--- config.mk ---
export PLATFORM = sky130hd
export DESIGN_NAME = irl_top
export DESIGN_NICKNAME = d
export VERILOG_FILES = /design/src/irl_pkg.sv /design/src/irl_source_flag.sv /design/src/irl_top.sv
export VERILOG_INCLUDE_DIRS = /design/src /design/src/src
export SDC_FILE = /design/constraint.sdc
export NUM_CORES = 1
export LEC_CHECK = 0
export ABC_AREA = 1
export BUFFER_PORTS_ARGS = -buffer_cell sky130_fd_sc_hd__buf_2
export CORE_MARGIN = 4
export CORE_UTILIZATION = 35
export DETAILED_ROUTE_END_ITERATION = 7
export PLACE_DENSITY = 0.68
export SYNTH_ARGS = -nofsm -noshare
export SYNTH_HDL_FRONTEND = slang
export SYNTH_SLANG_ARGS = --single-unit
--- constraint.sdc ---
create_clock -name clock_in -period 18.7 [get_ports clock_in]
set_clock_uncertainty 0.15 [all_clocks]
set_input_delay 3.74 -clock clock_in [delete_from_list [all_inputs] [get_ports clock_in]]
set_output_delay 3.74 -clock clock_in [all_outputs]
set_load 0.01 [all_outputs]
--- src/irl_consts.svh ---
// Constants of the interrupt request logic
`ifndef IRL_CONSTS_SVH
`define IRL_CONSTS_SVH
`define IRL_INFO_ADDR        20'h0_0000
`define IRL_SP_RESET         16'h0000
`define IRL_NMI_LEVEL_BIT    5
`define IRL_DEBOUNCE_OFF     8'hFF
`define IRL_DEBOUNCE_RESET   8'h00
`define IRL_NMI_EXTRA_NS     300
`define IRL_CLK_PERIOD_NS    100
// Least hold in cycles: 2 + ceil(300/100)
`define IRL_NMI_HOLD_CYC     (2 + ((`IRL_NMI_EXTRA_NS + `IRL_CLK_PERIOD_NS - 1) / `IRL_CLK_PERIOD_NS))
`endif

--- src/irl_pkg.sv ---
// Types of the interrupt request logic
package irl_pkg;
  typedef logic [2:0] irl_level_t;
  typedef logic [15:0] irl_sp_t;
  typedef logic [19:0] irl_addr_t;
  typedef enum logic [1:0] {
    IRL_ST_RUN,
    IRL_ST_ACK,
    IRL_ST_NMI_HALT
  } irl_state_e;
endpackage

--- src/irl_source_flag.sv ---
// One request source: edge detect, polarity, spurious set on change, flag
`timescale 1ns/1ns
`default_nettype none
module irl_source_flag (
  input  wire logic clock_in,         // CPU clock
  input  wire logic rst_in,           // Async reset, high
  input  wire logic req_in,           // Request line level
  input  wire logic edge_polarity_in, // 1 rising, 0 falling
  input  wire logic select_in,        // Source select
  input  wire logic clear_in,         // Clear pulse
  input  wire logic write_in,         // Plain store of flag
  input  wire logic write_val_in,     // Stored value
  output logic      flag_out          // Request pending flag
);
  logic req_reg;
  logic req_next;
  logic cfg_reg;
  logic cfg_next;
  logic sel_reg;
  logic sel_next;
  logic flag_reg;
  logic flag_next;
  logic eff;
  logic prev_eff;

  always_comb begin
    req_next  = req_in;
    cfg_next  = edge_polarity_in;
    sel_next  = select_in;
    eff       = (req_in ^ ~edge_polarity_in) & select_in;
    prev_eff  = (req_reg ^ ~cfg_reg) & sel_reg;
    flag_next = flag_reg;
    if (clear_in) begin
      flag_next = 1'b0;
    end else if (write_in) begin
      flag_next = write_val_in;
    end
    // Set wins over clear; config change may produce an edge too
    if (eff & ~prev_eff) begin
      flag_next = 1'b1;
    end
  end

  always_ff @(posedge clock_in or posedge rst_in) begin
    if (rst_in) begin
      req_reg  <= 1'b0;
      cfg_reg  <= 1'b1;
      sel_reg  <= 1'b0;
      flag_reg <= 1'b0;
    end else begin
      req_reg  <= req_next;
      cfg_reg  <= cfg_next;
      sel_reg  <= sel_next;
      flag_reg <= flag_next;
    end
  end

  assign flag_out = flag_reg;
endmodule
`default_nettype wire

--- src/irl_top.sv ---
// Interrupt request, acknowledge and NMI control logic
`timescale 1ns/1ns
`default_nettype none
`include "irl_consts.svh"
module irl_top #(
  parameter int NUM_SRC = 8
) (
  input  wire logic                   clock_in,           // CPU clock 10 MHz
  input  wire logic                   rst_in,             // Async reset, high
  input  wire logic [NUM_SRC-1:0]     req_in,             // Source request lines
  input  wire logic [NUM_SRC-1:0]     edge_polarity_in,   // Per-source polarity
  input  wire logic [NUM_SRC-1:0]     source_select_in,   // Per-source select
  input  wire logic [NUM_SRC*3-1:0]   level_in,           // Per-source priority
  input  wire logic [NUM_SRC-1:0]     flag_write_in,      // Plain store of flag
  input  wire logic [NUM_SRC-1:0]     flag_write_val_in,  // Stored flag value
  input  wire logic                   global_enable_in,   // Global enable flag
  input  wire irl_pkg::irl_level_t    cpu_level_in,       // Processor level
  input  wire logic                   ack_in,             // CPU acknowledge cycle
  input  wire logic                   rd_in,              // Program read strobe
  input  wire irl_pkg::irl_addr_t     rd_addr_in,         // Program read address
  input  wire logic                   usp_we_in,          // User SP write
  input  wire logic                   isp_we_in,          // Interrupt SP write
  input  wire irl_pkg::irl_sp_t       sp_wdata_in,        // SP write data
  input  wire logic                   nmi_en_we_in,       // NMI enable write
  input  wire logic                   nmi_en_wdata_in,    // NMI enable value
  input  wire logic                   nmi_n_in,           // NMI pin, low active
  input  wire logic                   stop_we_in,         // Stop bit write
  input  wire logic                   stop_wdata_in,      // Stop bit value
  input  wire logic                   nmi_dbnc_we_in,     // NMI debounce write
  input  wire logic                   ext_irq_five_pin_dbnc_we_in,    // Input five debounce write
  input  wire logic [7:0]             dbnc_wdata_in,      // Debounce write data
  output logic                        irq_out,            // Maskable request to CPU
  output logic [7:0]                  irq_num_out,        // Info: number
  output irl_pkg::irl_level_t         irq_level_out,      // Info: level
  output logic                        nmi_irq_out,        // NMI request pulse
  output logic                        cpu_halt_out,       // CPU halted by NMI
  output logic [NUM_SRC-1:0]          flag_out,           // Request pending flags
  output irl_pkg::irl_sp_t            user_stack_pointer_out, // User SP
  output irl_pkg::irl_sp_t            irq_stack_pointer_out,  // Interrupt SP
  output logic                        nmi_enable_bit_out, // NMI enable state
  output logic [7:0]                  port_eight_data_out,// Port eight readback
  output logic                        stop_entry_bit_out, // Stop entry bit
  output logic [7:0]                  nmi_debounce_out,   // NMI debounce reg
  output logic [7:0]                  ext_irq_five_debounce_out // Input five debounce
);
  import irl_pkg::*;

  // Index must fit the eight-bit interrupt number
  if (NUM_SRC < 1 || NUM_SRC > 256) begin : g_bad_num_src
    $error("NUM_SRC out of range");
  end

  localparam int IDX_W = (NUM_SRC > 1) ? $clog2(NUM_SRC) : 1;

  // ----------------------------------------
  // Request flags
  // ----------------------------------------
  logic [NUM_SRC-1:0] clr_vec;
  logic [NUM_SRC-1:0] flags;

  genvar g;
  generate
    for (g = 0; g < NUM_SRC; g++) begin : g_src
      irl_source_flag u_flag (
        .clock_in         (clock_in),
        .rst_in           (rst_in),
        .req_in           (req_in[g]),
        .edge_polarity_in (edge_polarity_in[g]),
        .select_in        (source_select_in[g]),
        .clear_in         (clr_vec[g]),
        .write_in         (flag_write_in[g]),
        .write_val_in     (flag_write_val_in[g]),
        .flag_out         (flags[g])
      );
    end
  endgenerate

  // ----------------------------------------
  // Priority resolution
  // ----------------------------------------
  logic             best_valid;
  logic [IDX_W-1:0] best_idx;
  irl_level_t       best_lvl;

  always_comb begin
    best_valid = 1'b0;
    best_idx   = '0;
    best_lvl   = '0;
    for (int i = 0; i < NUM_SRC; i++) begin
      // Level zero means source disabled; ties go to lower index
      if (flags[i] && level_in[i*3 +: 3] != 3'h0 && level_in[i*3 +: 3] > best_lvl) begin
        best_valid = 1'b1;
        best_idx   = IDX_W'(i);
        best_lvl   = level_in[i*3 +: 3];
      end
    end
  end

  logic accept_ok;
  assign accept_ok = best_valid && global_enable_in && (best_lvl > cpu_level_in);

  logic info_read;
  assign info_read = rd_in && (rd_addr_in == `IRL_INFO_ADDR);

  // ----------------------------------------
  // Control state
  // ----------------------------------------
  irl_state_e state_reg;
  irl_state_e state_next;
  logic [7:0] num_reg;
  logic [7:0] num_next;
  irl_level_t lvl_reg;
  irl_level_t lvl_next;
  irl_sp_t    usp_reg;
  irl_sp_t    usp_next;
  irl_sp_t    isp_reg;
  irl_sp_t    isp_next;
  logic       nmi_en_reg;
  logic       nmi_en_next;
  logic       nmi_irq_reg;
  logic       nmi_irq_next;
  logic       nmi_pin_reg;
  logic       nmi_pin_next;
  logic       stop_reg;
  logic       stop_next;
  logic [7:0] ndb_reg;
  logic [7:0] ndb_next;
  logic [7:0] idb_reg;
  logic [7:0] idb_next;
  logic       nmi_fall;

  // Pin seen high last cycle and low now, with the function enabled
  assign nmi_fall = nmi_en_reg && nmi_pin_reg && !nmi_n_in;

  always_comb begin
    state_next   = state_reg;
    num_next     = num_reg;
    lvl_next     = lvl_reg;
    usp_next     = usp_we_in ? sp_wdata_in : usp_reg;
    isp_next     = isp_we_in ? sp_wdata_in : isp_reg;
    nmi_pin_next = nmi_n_in;
    nmi_irq_next = 1'b0;
    clr_vec      = '0;
    ndb_next     = nmi_dbnc_we_in ? dbnc_wdata_in : ndb_reg;
    idb_next     = ext_irq_five_pin_dbnc_we_in ? dbnc_wdata_in : idb_reg;
    // Enable only goes one way until reset
    nmi_en_next  = nmi_en_reg | (nmi_en_we_in & nmi_en_wdata_in);
    // Enabling while pin already low fires at once
    if (nmi_en_we_in && nmi_en_wdata_in && !nmi_en_reg && !nmi_n_in) begin
      nmi_irq_next = 1'b1;
    end else if (nmi_fall) begin
      nmi_irq_next = 1'b1;
    end
    stop_next = stop_we_in ? stop_wdata_in : stop_reg;
    if (nmi_en_reg && !nmi_n_in) begin
      stop_next = 1'b0;
    end
    // Program read of info address clears the best pending flag, as an acknowledge does
    if (info_read && best_valid) begin
      clr_vec[best_idx] = 1'b1;
    end
    case (state_reg)
      IRL_ST_RUN: begin
        if (ack_in && accept_ok) begin
          num_next          = 8'(best_idx);
          lvl_next          = best_lvl;
          clr_vec[best_idx] = 1'b1;
          state_next        = IRL_ST_ACK;
        end
      end
      IRL_ST_ACK: begin
        if (!ack_in) begin
          state_next = IRL_ST_RUN;
        end
      end
      IRL_ST_NMI_HALT: begin
        // Resume on a later maskable request; the halting NMI itself does not count
        if (accept_ok) begin
          state_next = IRL_ST_RUN;
        end
      end
      default: begin
        state_next = IRL_ST_RUN;
      end
    endcase
    // A falling NMI edge halts from any state, after any acceptance above
    if (nmi_fall) begin
      state_next = IRL_ST_NMI_HALT;
    end
  end

  always_ff @(posedge clock_in or posedge rst_in) begin
    if (rst_in) begin
      state_reg   <= IRL_ST_RUN;
      num_reg     <= 8'h00;
      lvl_reg     <= 3'h0;
      usp_reg     <= `IRL_SP_RESET;
      isp_reg     <= `IRL_SP_RESET;
      nmi_en_reg  <= 1'b0;
      nmi_irq_reg <= 1'b0;
      nmi_pin_reg <= 1'b1;
      stop_reg    <= 1'b0;
      ndb_reg     <= `IRL_DEBOUNCE_RESET;
      idb_reg     <= `IRL_DEBOUNCE_RESET;
    end else begin
      state_reg   <= state_next;
      num_reg     <= num_next;
      lvl_reg     <= lvl_next;
      usp_reg     <= usp_next;
      isp_reg     <= isp_next;
      nmi_en_reg  <= nmi_en_next;
      nmi_irq_reg <= nmi_irq_next;
      nmi_pin_reg <= nmi_pin_next;
      stop_reg    <= stop_next;
      ndb_reg     <= ndb_next;
      idb_reg     <= idb_next;
    end
  end

  // ----------------------------------------
  // Outputs
  // ----------------------------------------
  assign irq_out                   = accept_ok && (state_reg == IRL_ST_RUN || state_reg == IRL_ST_NMI_HALT);
  assign irq_num_out               = num_reg;
  assign irq_level_out             = lvl_reg;
  assign nmi_irq_out               = nmi_irq_reg;
  assign cpu_halt_out              = (state_reg == IRL_ST_NMI_HALT);
  assign flag_out                  = flags;
  assign user_stack_pointer_out    = usp_reg;
  assign irq_stack_pointer_out     = isp_reg;
  assign nmi_enable_bit_out        = nmi_en_reg;
  assign port_eight_data_out       = {2'b00, nmi_pin_reg, 5'b0_0000};
  assign stop_entry_bit_out        = stop_reg;
  assign nmi_debounce_out          = ndb_reg;
  assign ext_irq_five_debounce_out = idb_reg;
endmodule
`default_nettype wire

; Word-level counts from Yosys, hierarchy flattened
; Cells that the tools add are included.
[word_totals]
inputBits = 125
regBits = 92
out_inout_bits = 80
[classes]
eq_ne = 5
magnitude_cmp = 11
reduce_logical = 53
muxes = 61
bitwise_logic = 67
[op_table]
columns = op, n
row1 = $reduce_bool A3 Y1, 16
row2 = $mux W3, 14
row3 = $mux W1, 38
row4 = $logic_and A1 B1 Y1, 29
row5 = $and A1 B1 Y1, 25
row6 = $gt A3 B3 Y1, 8
row7 = $mux W8, 3
row8 = $not A1 Y1, 24
row9 = $logic_not A20 Y1, 1
row10 = $xor A1 B1 Y1, 16
row11 = $mux W2, 4
row12 = $or A8 B8 Y8, 1
row13 = $ne A3 B3 Y1 const B, 2
row14 = $pmux W2 S3, 1
row15 = $lt A3 B4 Y1 const B, 1
row16 = $demux W1 S3, 1
row17 = $ge A3 B1 Y1 const B, 1
row18 = $gt A3 B1 Y1 const B, 1
row19 = $ne A3 B1 Y1 const B, 1
row20 = $reduce_and A3 Y1, 1
row21 = $eq A2 B1 Y1 const B, 1
row22 = $eq A2 B2 Y1 const B, 1
row23 = $logic_not A1 Y1, 2
row24 = $logic_not A2 Y1, 1
row25 = other kinds (4), 4

; Depth between registers and ports, before layout
; Gate-level depths: netlist (run 1).
[depth]
ltp_word = 35
mapped_depth = 68
depth_no_buf = 67

; By module
; A second synthesis (run 1) with hierarchy kept.
[unflattened]
hier_cells = 537
hier_area_um2 = 4862.2
[modules_own_cells]
columns = mod, instances, seq_area_each_um2, cells_each, area_per_inst_um2
row1 = irl_top, 1, 1502.7, 369, 3520.9
row2 = irl_source_flag, 8, 101.3, 21, 167.7

; Least setup slack after synthesis (run 1)
; Ideal clock, no wire load.
[synth_timing]
kind = input-to-output
from = input level_in[1]
to = output irq_out
slack_ns = 3.282
path_stages = 59
n_path_buf = 1
t_arrival_ns = 11.528
cell_sequence = nor2_1 -> nand2_1 -> nand2_1 -> nor2_1 -> inv_1 -> ha_1 -> nand2_1 -> nor2_2 -> nor2_2 -> nor2_4 -> o21ai_0 -> ha_1 -> o21ai_0 -> nand3_1 -> nand3_2 -> nand2_4 -> o21ai_0 -> ha_1 -> [... 23 more ...] -> nand2_1 -> nand2_2 -> buf_6 -> nand3_1 -> o21ai_2 -> ha_1 -> nand2_1 -> o21ai_0 -> nand3_1 -> inv_2 -> o21ai_2 -> ha_1 -> nand2_1 -> o21ai_0 -> nand2_1 -> a31oi_1 -> nand2_1 -> nor2_1
[synth_between]
elab_chain_cells = 28
[synth_lines]
columns = element, line
row1 = "start, declared", irl_top.sv:13  ; input wire logic [NUM_SRC*3-1:0] level_in,
row2 = "parallel branches: the longest is 3 deep, another holds $gt A3 B1 Y1", --
row3 = $mux W3 (*), irl_top.sv:91  ; if (flags[i] && level_in[i*3 +: 3] != 3'h0 && level_in[i*3 +: 3] > best_lvl) begin
row4 = $gt A3 B3 Y1, irl_top.sv:91
row5 = $logic_and A1 B1 Y1, irl_top.sv:91
row6 = $mux W3 (*), irl_top.sv:91
row7 = $gt A3 B3 Y1, irl_top.sv:91
row8 = $logic_and A1 B1 Y1, irl_top.sv:91
row9 = $mux W3 (*), irl_top.sv:91
row10 = [... 11 more ...], --
row11 = $mux W3 (*), irl_top.sv:91
row12 = $gt A3 B3 Y1, irl_top.sv:91
row13 = $logic_and A1 B1 Y1, irl_top.sv:91
row14 = $mux W3 (*), irl_top.sv:91
row15 = named net best_lvl[2], irl_top.sv:83  ; irl_level_t best_lvl;
row16 = $gt A3 B3 Y1 (*), irl_top.sv:100  ; assign accept_ok = best_valid && global_enable_in && (best_lvl > cpu_level_in);
row17 = $logic_and A1 B1 Y1 (*), irl_top.sv:100
row18 = $logic_and A1 B1 Y1 (*), irl_top.sv:223  ; assign irq_out = accept_ok && (state_reg == IRL_ST_RUN || state_reg == IRL_ST_NMI_HALT);
row19 = "end, declared", irl_top.sv:32  ; output logic irq_out,
; Mark *: on every way through the listed nets, which the timed path passes.

; Worst setup path after layout (run 1)
[layout_timing]
from = input level_in[0]
to = output irq_out
; The elaborated chain is that of the path after synthesis.

==> results.md, run 1 <==
- Worst setup SP type: primary input
- Power Dens Cells: 102 nW/um^2
- Unrepaired setup endpoints after global routing: no
- Worst reg2reg path startpoint: g_src[0].u_flag.flag_out
- Worst-Margin Slew: 0.688 ns
- Final Hold Violating Endpoints: 0
- Int Pwr: 404 uW
- Vias in the first global route: 3992
- Psw: 216 uW
- Synth Area in Simple Gates: 19.4%
- Synth Area in Compound Gates: 6.61%
- I/O pins: 205
- Hold buffer count at CTS: 0
- Crit path kind: in2out
- VDD IR max: 48.7 uV
- Hold WS: 0.331 ns
- Final core occ: 45.8%
- Post-route total power: 621 uW
- Reg-to-reg endpoint: g_src[2].u_flag.flag_out
- Largest net degree at the start of global routing: 53
- Fin nets: 819
- Die Y: 125 um
- Clock period minus worst slack: 16.55 ns
- Starting Density: 35.9%
- CP endpoint: irq_out
- Number of synthesized flops with an enable pin: 0
- Yosys warning count: 0
- Peak Freq: 0.0604 GHz
- Crit path from: level_in[0]
- Main combinational cell family by area after synthesis: simple AND/OR/NAND/NOR gates
- Number of CTS-inserted buffers: 9
- M3 GR Usage: 4.31%
- Rows: 42
- Initial antenna violation count: 0
- Run status: completed
- Top cells by area, synth: dfrtp_1 43%, mux2_2 12%, nand2_1 7.5%
- GRT busiest layer: met2
- Ys flop type: dfrtp_1
- Leakage: 3.20 nW
- WP depth: 60
- Period utilisation layout: 88.5%
- CP most frequent cell: o21ai_0
- Met1 GRT Util: 17.2%
- Logic gate share of total power: 34.3%
- Number of synthesized register bits: 92
- Drt wl/cell: 13.0 um
- Area leader, netlist: dfrtp_1
- Final Non-Filler Cells: 861
- Die Area: 15600 sq um
- CP Data Required Time: 14.81 ns
- CTS resizes: 0
- Worst-case reg-to-reg path depth: 59
- DR vias/cell: 4.53
- Setup crit end kind: output port
- Synth Cell Area: 4790 sq um
- Fillers: 1342
- WP data arrival: 12.66 ns
- Fin. max-slew vios: 0
- Clock Path Buffers: 2
- Ys async rst share: 100%
- Slew HR: 54.1%
- # diodes: 0
- HPWL after detailed placement: 9150 um
- DRC viols: 0
- Core area: 13300 sq um
- Via count: 3897
- Initial drt markers: 133
- Clk sinks: 92
- Post-synth top area share: 43.4%
- CTS tree: done
- ANT nets after route: 0
- Layout cell share with drive strength beyond 1: 45.1%
- Clk slew on worst S/H paths: 0.06 ns
- Final WL: 11200 um
- Synth-to-layout area growth: 27.6%
- Crit-path max cell delay: 0.31 ns
- Post-CTS Setup Repair Bufs: 0
- GRT overflow: 0
- Clock power frac: 27.6%
- CTS root buffer: clkbuf_16
- Dpl cells: 845
- H-tree depth: 3
- Reg power frac: 38.1%
- Placer Congestion: 0.852
- Netlist cell types: 38
- Global-route wire length before repair: 18800 um
- Post-Syn Instances: 494
- Worst R2R Setup Slack: 8.65 ns
- DRT Pass-1 Iters: 4
- Final setup fails: 0
- Sw Ratio: 34.9%
- Clk_lat worst skew: 0.33 ns
- Syn Area/Cell: 9.70 sq um
- CP delay by family, top: simple AND/OR/NAND/NOR gates
- Sequential area share after synthesis: 48.3%
- CP max stage cell: ha_1
- CP Max Fanout: 11
- Worst hold path type: reg2reg
- PortBufs: 192
- Post-synthesis xor/xnor area fraction: 1.46%
- Adder-Cell Fraction of Synth Area: 3.66%
- Setup_tns: 0 ns
- Die X: 125 um
- # Max-Cap Violations: 0
- CP bufs+invs: 7
- GRT Util Overall: 14.3%
- Post-synthesis mux area share: 12.2%
- Met2 Track Usage GR: 24.7%
-- kinds of logic (layout without fill, tap and decap cells) --
family,after synthesis,after routing
and+or+nand+nor,190,190
DFF,92,92
buffers and inverters,83,263
AOI/OAI and AO/OA,54,54
muxes,52,52
adders and majority gates,14,14
xor gates and xnor gates,8,8
other,1,12
-- how the worst min path moves through the flow --
stage                                    from                         to  slack [ns]  depth (start not counted)
floorplan             g_src[0].u_flag.sel_reg   g_src[0].u_flag.flag_out        0.35                          3
global placement             irq_level_out[1]           irq_level_out[1]        0.32                          2
detailed placement           irq_level_out[2]           irq_level_out[2]        0.32                          2
CTS                        nmi_enable_bit_out                nmi_irq_out        0.33                          1
global route        irq_stack_pointer_out[15]  irq_stack_pointer_out[15]        0.36                          1
finish                       irq_level_out[2]           irq_level_out[2]        0.33                          2
-- synth_stat cells (2+ instances only) --
cell,number
nand2_1,96
dfrtp_1,83
mux2_2,52
inv_1,51
nor2_1,31
o21ai_0,26
buf_4,21
nand3_1,21
ha_1,14
a21oi_1,9
dfstp_2,9
xnor2_1,8
nand2_2,7
nand3_2,7
o21ai_1,7
o21ai_2,7
clkbuf_1,5
nand2_4,5
nor3_1,5
nor4_1,4
inv_2,3
nand4_1,3
nor2_2,3
nand3_4,2
nor3b_1,2
-- metrics by stage --
stage          area, sq um  worst slack (ns)
2_1_floorplan         4830              3.28
3_3_place_gp          5830              2.63
3_5_place_dp          5830              2.13
4_1_cts               6110              2.09
5_1_grt               6110              1.11
6_report              6110              2.15
-- layer usage --
metal	part of all wire (%)	vias to the layer above
met5	0	-
met4	1.2	0
met3	7.8	11
met2	49	125
met1	42	1799
li1	-	1962
-- worst min-delay path: cells and delay by family (launching register included) --
kind,cells,cell delay [ns]
flip-flops,1,0.34
AND/OR/NAND/NOR,2,0.11
-- cell usage in the layout (no fill, tap or decap), types with 12 or more instances in the layout --
cell type  Yosys  layout
ha_1          14      14
nor2_1        31      31
nand3_1       21      21
dfrtp_1       83      83
o21ai_0       26      26
inv_1         51      50
buf_2          1     192
conb_1         1      12
nand2_1       96      96
mux2_2        52      52
-- area by class of cell --
class | count | area, sq um | share of cell area [%]
sequential | 92 | 2310 | 37.9
tap | 176 | 220 | 3.60
inverter | 54 | 204 | 3.34
clock inverter | 6 | 47.5 | 0.778
timing repair buffer | 193 | 968 | 15.8
clock buffer | 10 | 239 | 3.91
multi-input combinational | 330 | 2120 | 34.7
-- power groups by stage --
stage,Combinational (mW),Sequential (mW),Clock (mW)
floorplan,0.149,0.246,0
global placement,0.212,0.239,0
detailed placement,0.216,0.240,0
CTS,0.217,0.237,0.176
global route,0.244,0.240,0.184
finish,0.213,0.237,0.171
(Power assumes the default switching activity.)
==> run 2: changes to the inputs <==
--- a/config.mk
+++ b/config.mk
@@ -6,12 +6,11 @@
 export SDC_FILE = /design/constraint.sdc
 export NUM_CORES = 1
 export LEC_CHECK = 0
-export ABC_AREA = 1
 export BUFFER_PORTS_ARGS = -buffer_cell sky130_fd_sc_hd__buf_2
 export CORE_MARGIN = 4
-export CORE_UTILIZATION = 35
+export CORE_UTILIZATION = 48
 export DETAILED_ROUTE_END_ITERATION = 7
-export PLACE_DENSITY = 0.68
+export PLACE_DENSITY = 0.86
 export SYNTH_ARGS = -nofsm -noshare
 export SYNTH_HDL_FRONTEND = slang
 export SYNTH_SLANG_ARGS = --single-unit
==> results.md, run 2 <==
- Top-count cell post-synth: dfrtp_1
- Sequential cell area: 2310 sq um
- Placement Cell Area: 5810 sq um
- I/O pins: 205
- Setup_tns: 0 ns
- H-tree depth: 3
- VDD IR max: 51.1 uV
- Fillers: 819
- DRC viols: 0
- Initial drt markers: 204
- Clk_lat worst skew: 0.36 ns
- Worst hold path type: reg2reg
- Power Dens Cells: 97.6 nW/um^2
- Final setup fails: 0
- Slew HR: 28.5%
- Layout cell share with drive strength beyond 1: 47.4%
- PortBufs: 192
- Most frequent cells in the layout: 192 x buf_2, 83 x dfrtp_1, 49 x mux2_2
- CTS tree: done
- Sequential area share after synthesis: 47.8%
- Worst-Margin Slew: 1.07 ns
- Synth-to-layout area growth: 24.6%
- Die Area: 11800 sq um
- Setup crit end kind: output port
- Area of the multi-input gates: 2310 sq um
- Top cells by area, synth: dfrtp_1 43%, mux2_2 11%, dfstp_2 4.9%
- Number of synthesized flops with an enable pin: 0
- Final core occ: 61.5%
- Final Hold Violating Endpoints: 0
- DRT Pass-1 Iters: 5
- HPWL after detailed placement: 10200 um
- Final instance area: 6030 sq um
- CP Max Fanout: 10
- Final WL: 12700 um
- Core area: 9820 sq um
- Clock period minus worst slack: 17.68 ns
- Area leader, netlist: dfrtp_1
- Post-CTS Setup Repair Bufs: 0
- Clk sinks: 92
- Initial antenna violation count: 1
- Leakage: 2.92 nW
- Logic gate share of total power: 35.3%
- Peak Freq: 0.0566 GHz
- Clock power frac: 23.9%
- Global-route wire length before repair: 20000 um
- Fin nets: 757
- Post-synth top area share: 42.9%
- Die Y: 108 um
- Vias in the first global route: 4181
- GRT Util Overall: 21.7%
- Psw: 202 uW
- Reg power frac: 40.8%
- Clock Path Buffers: 2
- DR vias/cell: 5.33
- Ys async rst share: 100%
- Most common cell after layout, fill and taps aside: buf_2
- ANT nets after route: 0
- Drt wl/cell: 16.8 um
- Clk slew on worst S/H paths: 0.09 ns
- Post-synth top cells: 83 x dfrtp_1, 49 x mux2_2, 32 x nand2_1
- Number of CTS-inserted buffers: 9
- Number of synthesized register bits: 92
- Post-Syn Instances: 434
- Placer Congestion: 0.962
- Run status: completed
- Syn Area/Cell: 11.2 sq um
- Hold WS: 0.346 ns
- CP max stage cell: a211oi_4
- GRT overflow: 0
- Int Pwr: 387 uW
- Period utilisation layout: 94.5%
- CP Data Required Time: 14.81 ns
- Synth Cell Area: 4840 sq um
- # Max-Cap Violations: 0
- Netlist cell types: 64
- Starting Density: 49.3%
- Via count: 4034
- Sw Ratio: 34.3%
- Unrepaired setup endpoints after global routing: no
- Rows: 36
- Fin. max-slew vios: 0
- WP data arrival: 13.79 ns
- Crit path kind: in2out
- Ys flop type: dfrtp_1
- Worst setup SP type: primary input
- Largest net degree at the start of global routing: 93
- Crit-path max cell delay: 0.38 ns
- CTS root buffer: clkbuf_8
- Worst R2R Setup Slack: 6.33 ns
- CP most frequent cell: ha_1
- Die X: 108 um
- Yosys warning count: 0
==> run 2: cell count changes after synthesis, moves of 7 or more <==
cell,delta
nand2_1,-64
a21oi_1,+14
nor2_1,-9
inv_1,-34
mux2i_1,+9
o21ai_0,-9
nand3_1,-11
xnor2_1,+8
a31oi_1,+9
nand2_2,-7
nand3_2,-7
==> run 2: final timing paths <==
| path | start | to | cells after the start |
|---|---|---|---|
| hold reg to reg | state_reg[1] | state_reg[0] | 1 |
| max in group asynchronous | rst_in | g_src[1].u_flag.flag_out | 2 |
| min in group asynchronous | rst_in | user_stack_pointer_out[10] | 2 |
| hold / removal | state_reg[1] | state_reg[0] | 1 |
| setup reg to reg | g_src[0].u_flag.flag_out | g_src[2].u_flag.flag_out | 57 |
| setup / recovery | level_in[0] | irq_out | 56 |
==> run 2: timing repair <==
item,in CTS,in global routing
gates resized for setup,0,3
hold buffers,0,0
setup endpoints to repair,0,1
==> run 2: metal layers <==
metal  vias to the layer above  routed length (um)  GRT usage (%)
li1                       1894                   -              -
met5                         -                   0              0
met3                        30                1440           6.93
met4                         0                 354           8.66
met1                      1901                4530           23.6
met2                       209                6380           39.1
==> run 2: cell families (layout without fill, tap and decap cells) <==
| family | after synthesis | count (layout) | synth area share, % |
|---|---|---|---|
| and+or+nand+nor | 111 | 111 | 12.7 |
| DFF | 92 | 92 | 47.8 |
| AOI/OAI and AO/OA | 91 | 91 | 12.9 |
| muxes | 62 | 62 | 14.5 |
| buffers and inverters | 47 | 225 | 5.58 |
| xor gates and xnor gates | 16 | 16 | 2.89 |
| adders and majority gates | 14 | 14 | 3.62 |
| other | 1 | 13 | 0.0774 |
==> run 2: worst max-delay path, delay by kind of cell <==
family / cells / cell delay [ns]
fa+ha+maj: 8 / 2.15
buf+inv: 4 / 0.36
compound gates: 25 / 4.79
simple gates: 18 / 2.39
mux: 1 / 0.33
==> run 2: stage by stage <==
step	std cells	power [mW]	setup WS, ns
5_1_grt	757	0.629	0.0720
3_5_place_dp	740	0.450	0.859
4_1_cts	756	0.592	0.838
6_report	757	0.589	1.02
2_1_floorplan	445	0.385	2.29
3_3_place_gp	740	0.440	1.62
==> run 2: cell type report <==
cell class | count | share of cell area [%]
Clock inverter | 4 | 0.912
Antenna cell | 1 | 0.0415
Clock buffer | 12 | 2.57
Inverter | 17 | 1.10
Timing Repair Buffer | 192 | 15.9
Sequential cell | 92 | 38.3
Multi-Input combinational cell | 306 | 38.4
Tap cell | 133 | 2.76
==> run 2: power by group through the flow <==
stage | sequential (mW) | clock, mW | combinational, mW
2_1_floorplan | 0.248 | 0 | 0.137
3_3_place_gp | 0.243 | 0 | 0.197
3_5_place_dp | 0.244 | 0 | 0.206
4_1_cts | 0.240 | 0.145 | 0.207
5_1_grt | 0.243 | 0.154 | 0.232
6_report | 0.240 | 0.141 | 0.208
==> run 3: changes to the inputs <==
--- a/config.mk
+++ b/config.mk
@@ -7,10 +7,11 @@
 export NUM_CORES = 1
 export LEC_CHECK = 0
 export BUFFER_PORTS_ARGS = -buffer_cell sky130_fd_sc_hd__buf_2
-export CORE_MARGIN = 4
-export CORE_UTILIZATION = 48
+export CORE_MARGIN = 2
+export CORE_UTILIZATION = 50
+export CTS_BUF_LIST = sky130_fd_sc_hd__clkbuf_2
 export DETAILED_ROUTE_END_ITERATION = 7
-export PLACE_DENSITY = 0.86
+export PLACE_DENSITY = 0.89
 export SYNTH_ARGS = -nofsm -noshare
 export SYNTH_HDL_FRONTEND = slang
 export SYNTH_SLANG_ARGS = --single-unit
==> results.md, run 3 (synthesized netlist as in run 2, its figures left out) <==
- H-tree depth: 3
- Peak Freq: 0.0565 GHz
- Worst hold path depth: 1
- Drt wl/cell: 16.7 um
- Placement Cell Area: 5810 sq um
- Initial antenna violation count: 0
- Crit path from: level_in[0]
- ANT nets after route: 0
- Placer Congestion: 0.896
- Hold buffer count at CTS: 0
- CP most frequent cell: ha_1
- Synth-to-layout area growth: 22.4%
- GRT Util Overall: 24.5%
- Post-route total power: 550 uW
- Most common cell after layout, fill and taps aside: buf_2
- Final WL: 12600 um
- Worst-Margin Slew: 0.825 ns
- Vias in the first global route: 4246
- Final setup fails: 0
- Worst setup SP type: primary input
- Global-route wire length before repair: 19800 um
- HPWL after detailed placement: 10300 um
- Worst reg2reg path startpoint: g_src[0].u_flag.flag_out
- Reg-to-reg endpoint: g_src[4].u_flag.flag_out
- I/O pins: 205
- Worst R2R Setup Slack: 6.27 ns
- Layout cell share with drive strength beyond 1: 47.1%
- Die X: 102 um
- CP Data Required Time: 14.81 ns
- CTS root buffer: clkbuf_2
- # diodes: 0
- Clock Path Buffers: 2
- Hold WS: 0.332 ns
- WP data arrival: 13.81 ns
- Worst-case reg-to-reg path depth: 56
- Die Y: 102 um
- Setup crit end kind: output port
- CTS tree: done
- Fin. max-slew vios: 0
- Worst hold path type: reg2reg
- Period utilisation layout: 94.7%
- Die Area: 10500 sq um
- Most frequent cells in the layout: 192 x buf_2, 83 x dfrtp_1, 49 x mux2_2
- Fin nets: 758
- Clk_lat worst skew: 0.50 ns
- Run status: completed
- Final Hold Violating Endpoints: 0
- Final Non-Filler Cells: 753
- CP Max Fanout: 10
- Via count: 4058
- Core area: 9330 sq um
- GRT overflow: 0
- Clk slew on worst S/H paths: 0.23 ns
- DR vias/cell: 5.39
- Rows: 35
- # Max-Cap Violations: 0
- Setup_tns: 0 ns
- Final instance area: 5930 sq um
- DRC viols: 0
- Dpl cells: 737
- Largest net degree at the start of global routing: 57
- Leakage: 2.88 nW
- Power Dens Cells: 92.7 nW/um^2
- Number of CTS-inserted buffers: 9
- Clock period minus worst slack: 17.70 ns
- Clk sinks: 92
- Initial drt markers: 77
- Unrepaired setup endpoints after global routing: no
- VDD IR max: 64.7 uV
- CP endpoint: irq_out
- Slew HR: 44.9%
- CP max stage cell: o31ai_1
- PortBufs: 192
- Crit-path max cell delay: 0.48 ns
- Starting Density: 51.9%
- Crit path kind: in2out
- DRT Pass-1 Iters: 4
==> run 3: metal layers <==
metal / global-route usage (%) / share of wire, % / vias to the layer above
met5: 0 / 0 / -
met1: 28.1 / 37 / 1937
met3: 6.09 / 8.4 / 24
met4: 8.31 / 2.2 / 0
met2: 44.5 / 52 / 199
li1: - / - / 1898
==> run 3: through the flow <==
step / setup slack [ns] / utilization (%)
floorplan: 2.29 / -
global placement: 1.50 / 62.3
detailed placement: 0.974 / 62.3
CTS: 0.939 / 63.5
global route: 0.155 / 63.6
finish: 0.997 / 63.6
==> run 3: repair_timing <==
| action | 4_1_cts | 5_1_grt |
|---|---|---|
| resized for setup | 0 | 1 |
| setup buffers | 0 | 0 |
| endpoints found under the hold margin | 0 | 0 |
| setup endpoints to repair | 0 | 1 |
==> run 3: layout make-up <==
class / count / area, sq um
Clock buffer: 10 / 50.0
Clock inverter: 6 / 63.8
Fill cell: 779 / 3400
Inverter: 17 / 66.3
Multi-Input combinational cell: 306 / 2300
Sequential cell: 92 / 2310
Tap cell: 129 / 161
Timing Repair Buffer: 193 / 968
==> run 3: critical path: cells and delay by family <==
kind,cells,cell delay (ns)
adders and majority gates,8,2.14
buffers and inverters,4,0.37
AOI/OAI and AO/OA,24,4.43
and+or+nand+nor,18,2.83
muxes,1,0.32
==> run 3: how the worst min path moves through the flow <==
stage                            start            to  slack, ns
final                     state_reg[1]  state_reg[0]       0.33
after CTS                 state_reg[1]  state_reg[0]       0.34
after detailed placement  state_reg[1]  state_reg[0]       0.33
after global routing      state_reg[1]  state_reg[0]       0.33
after floorplan           state_reg[1]  state_reg[0]       0.30
after global placement    state_reg[1]  state_reg[0]       0.32
==> run 3: power by group <==
group | switching [mW] | internal (mW) | total, mW
registers | 0.0169 | 0.223 | 0.240
clock network | 0.0675 | 0.0316 | 0.0991
logic | 0.116 | 0.0938 | 0.210
total | 0.201 | 0.349 | 0.550
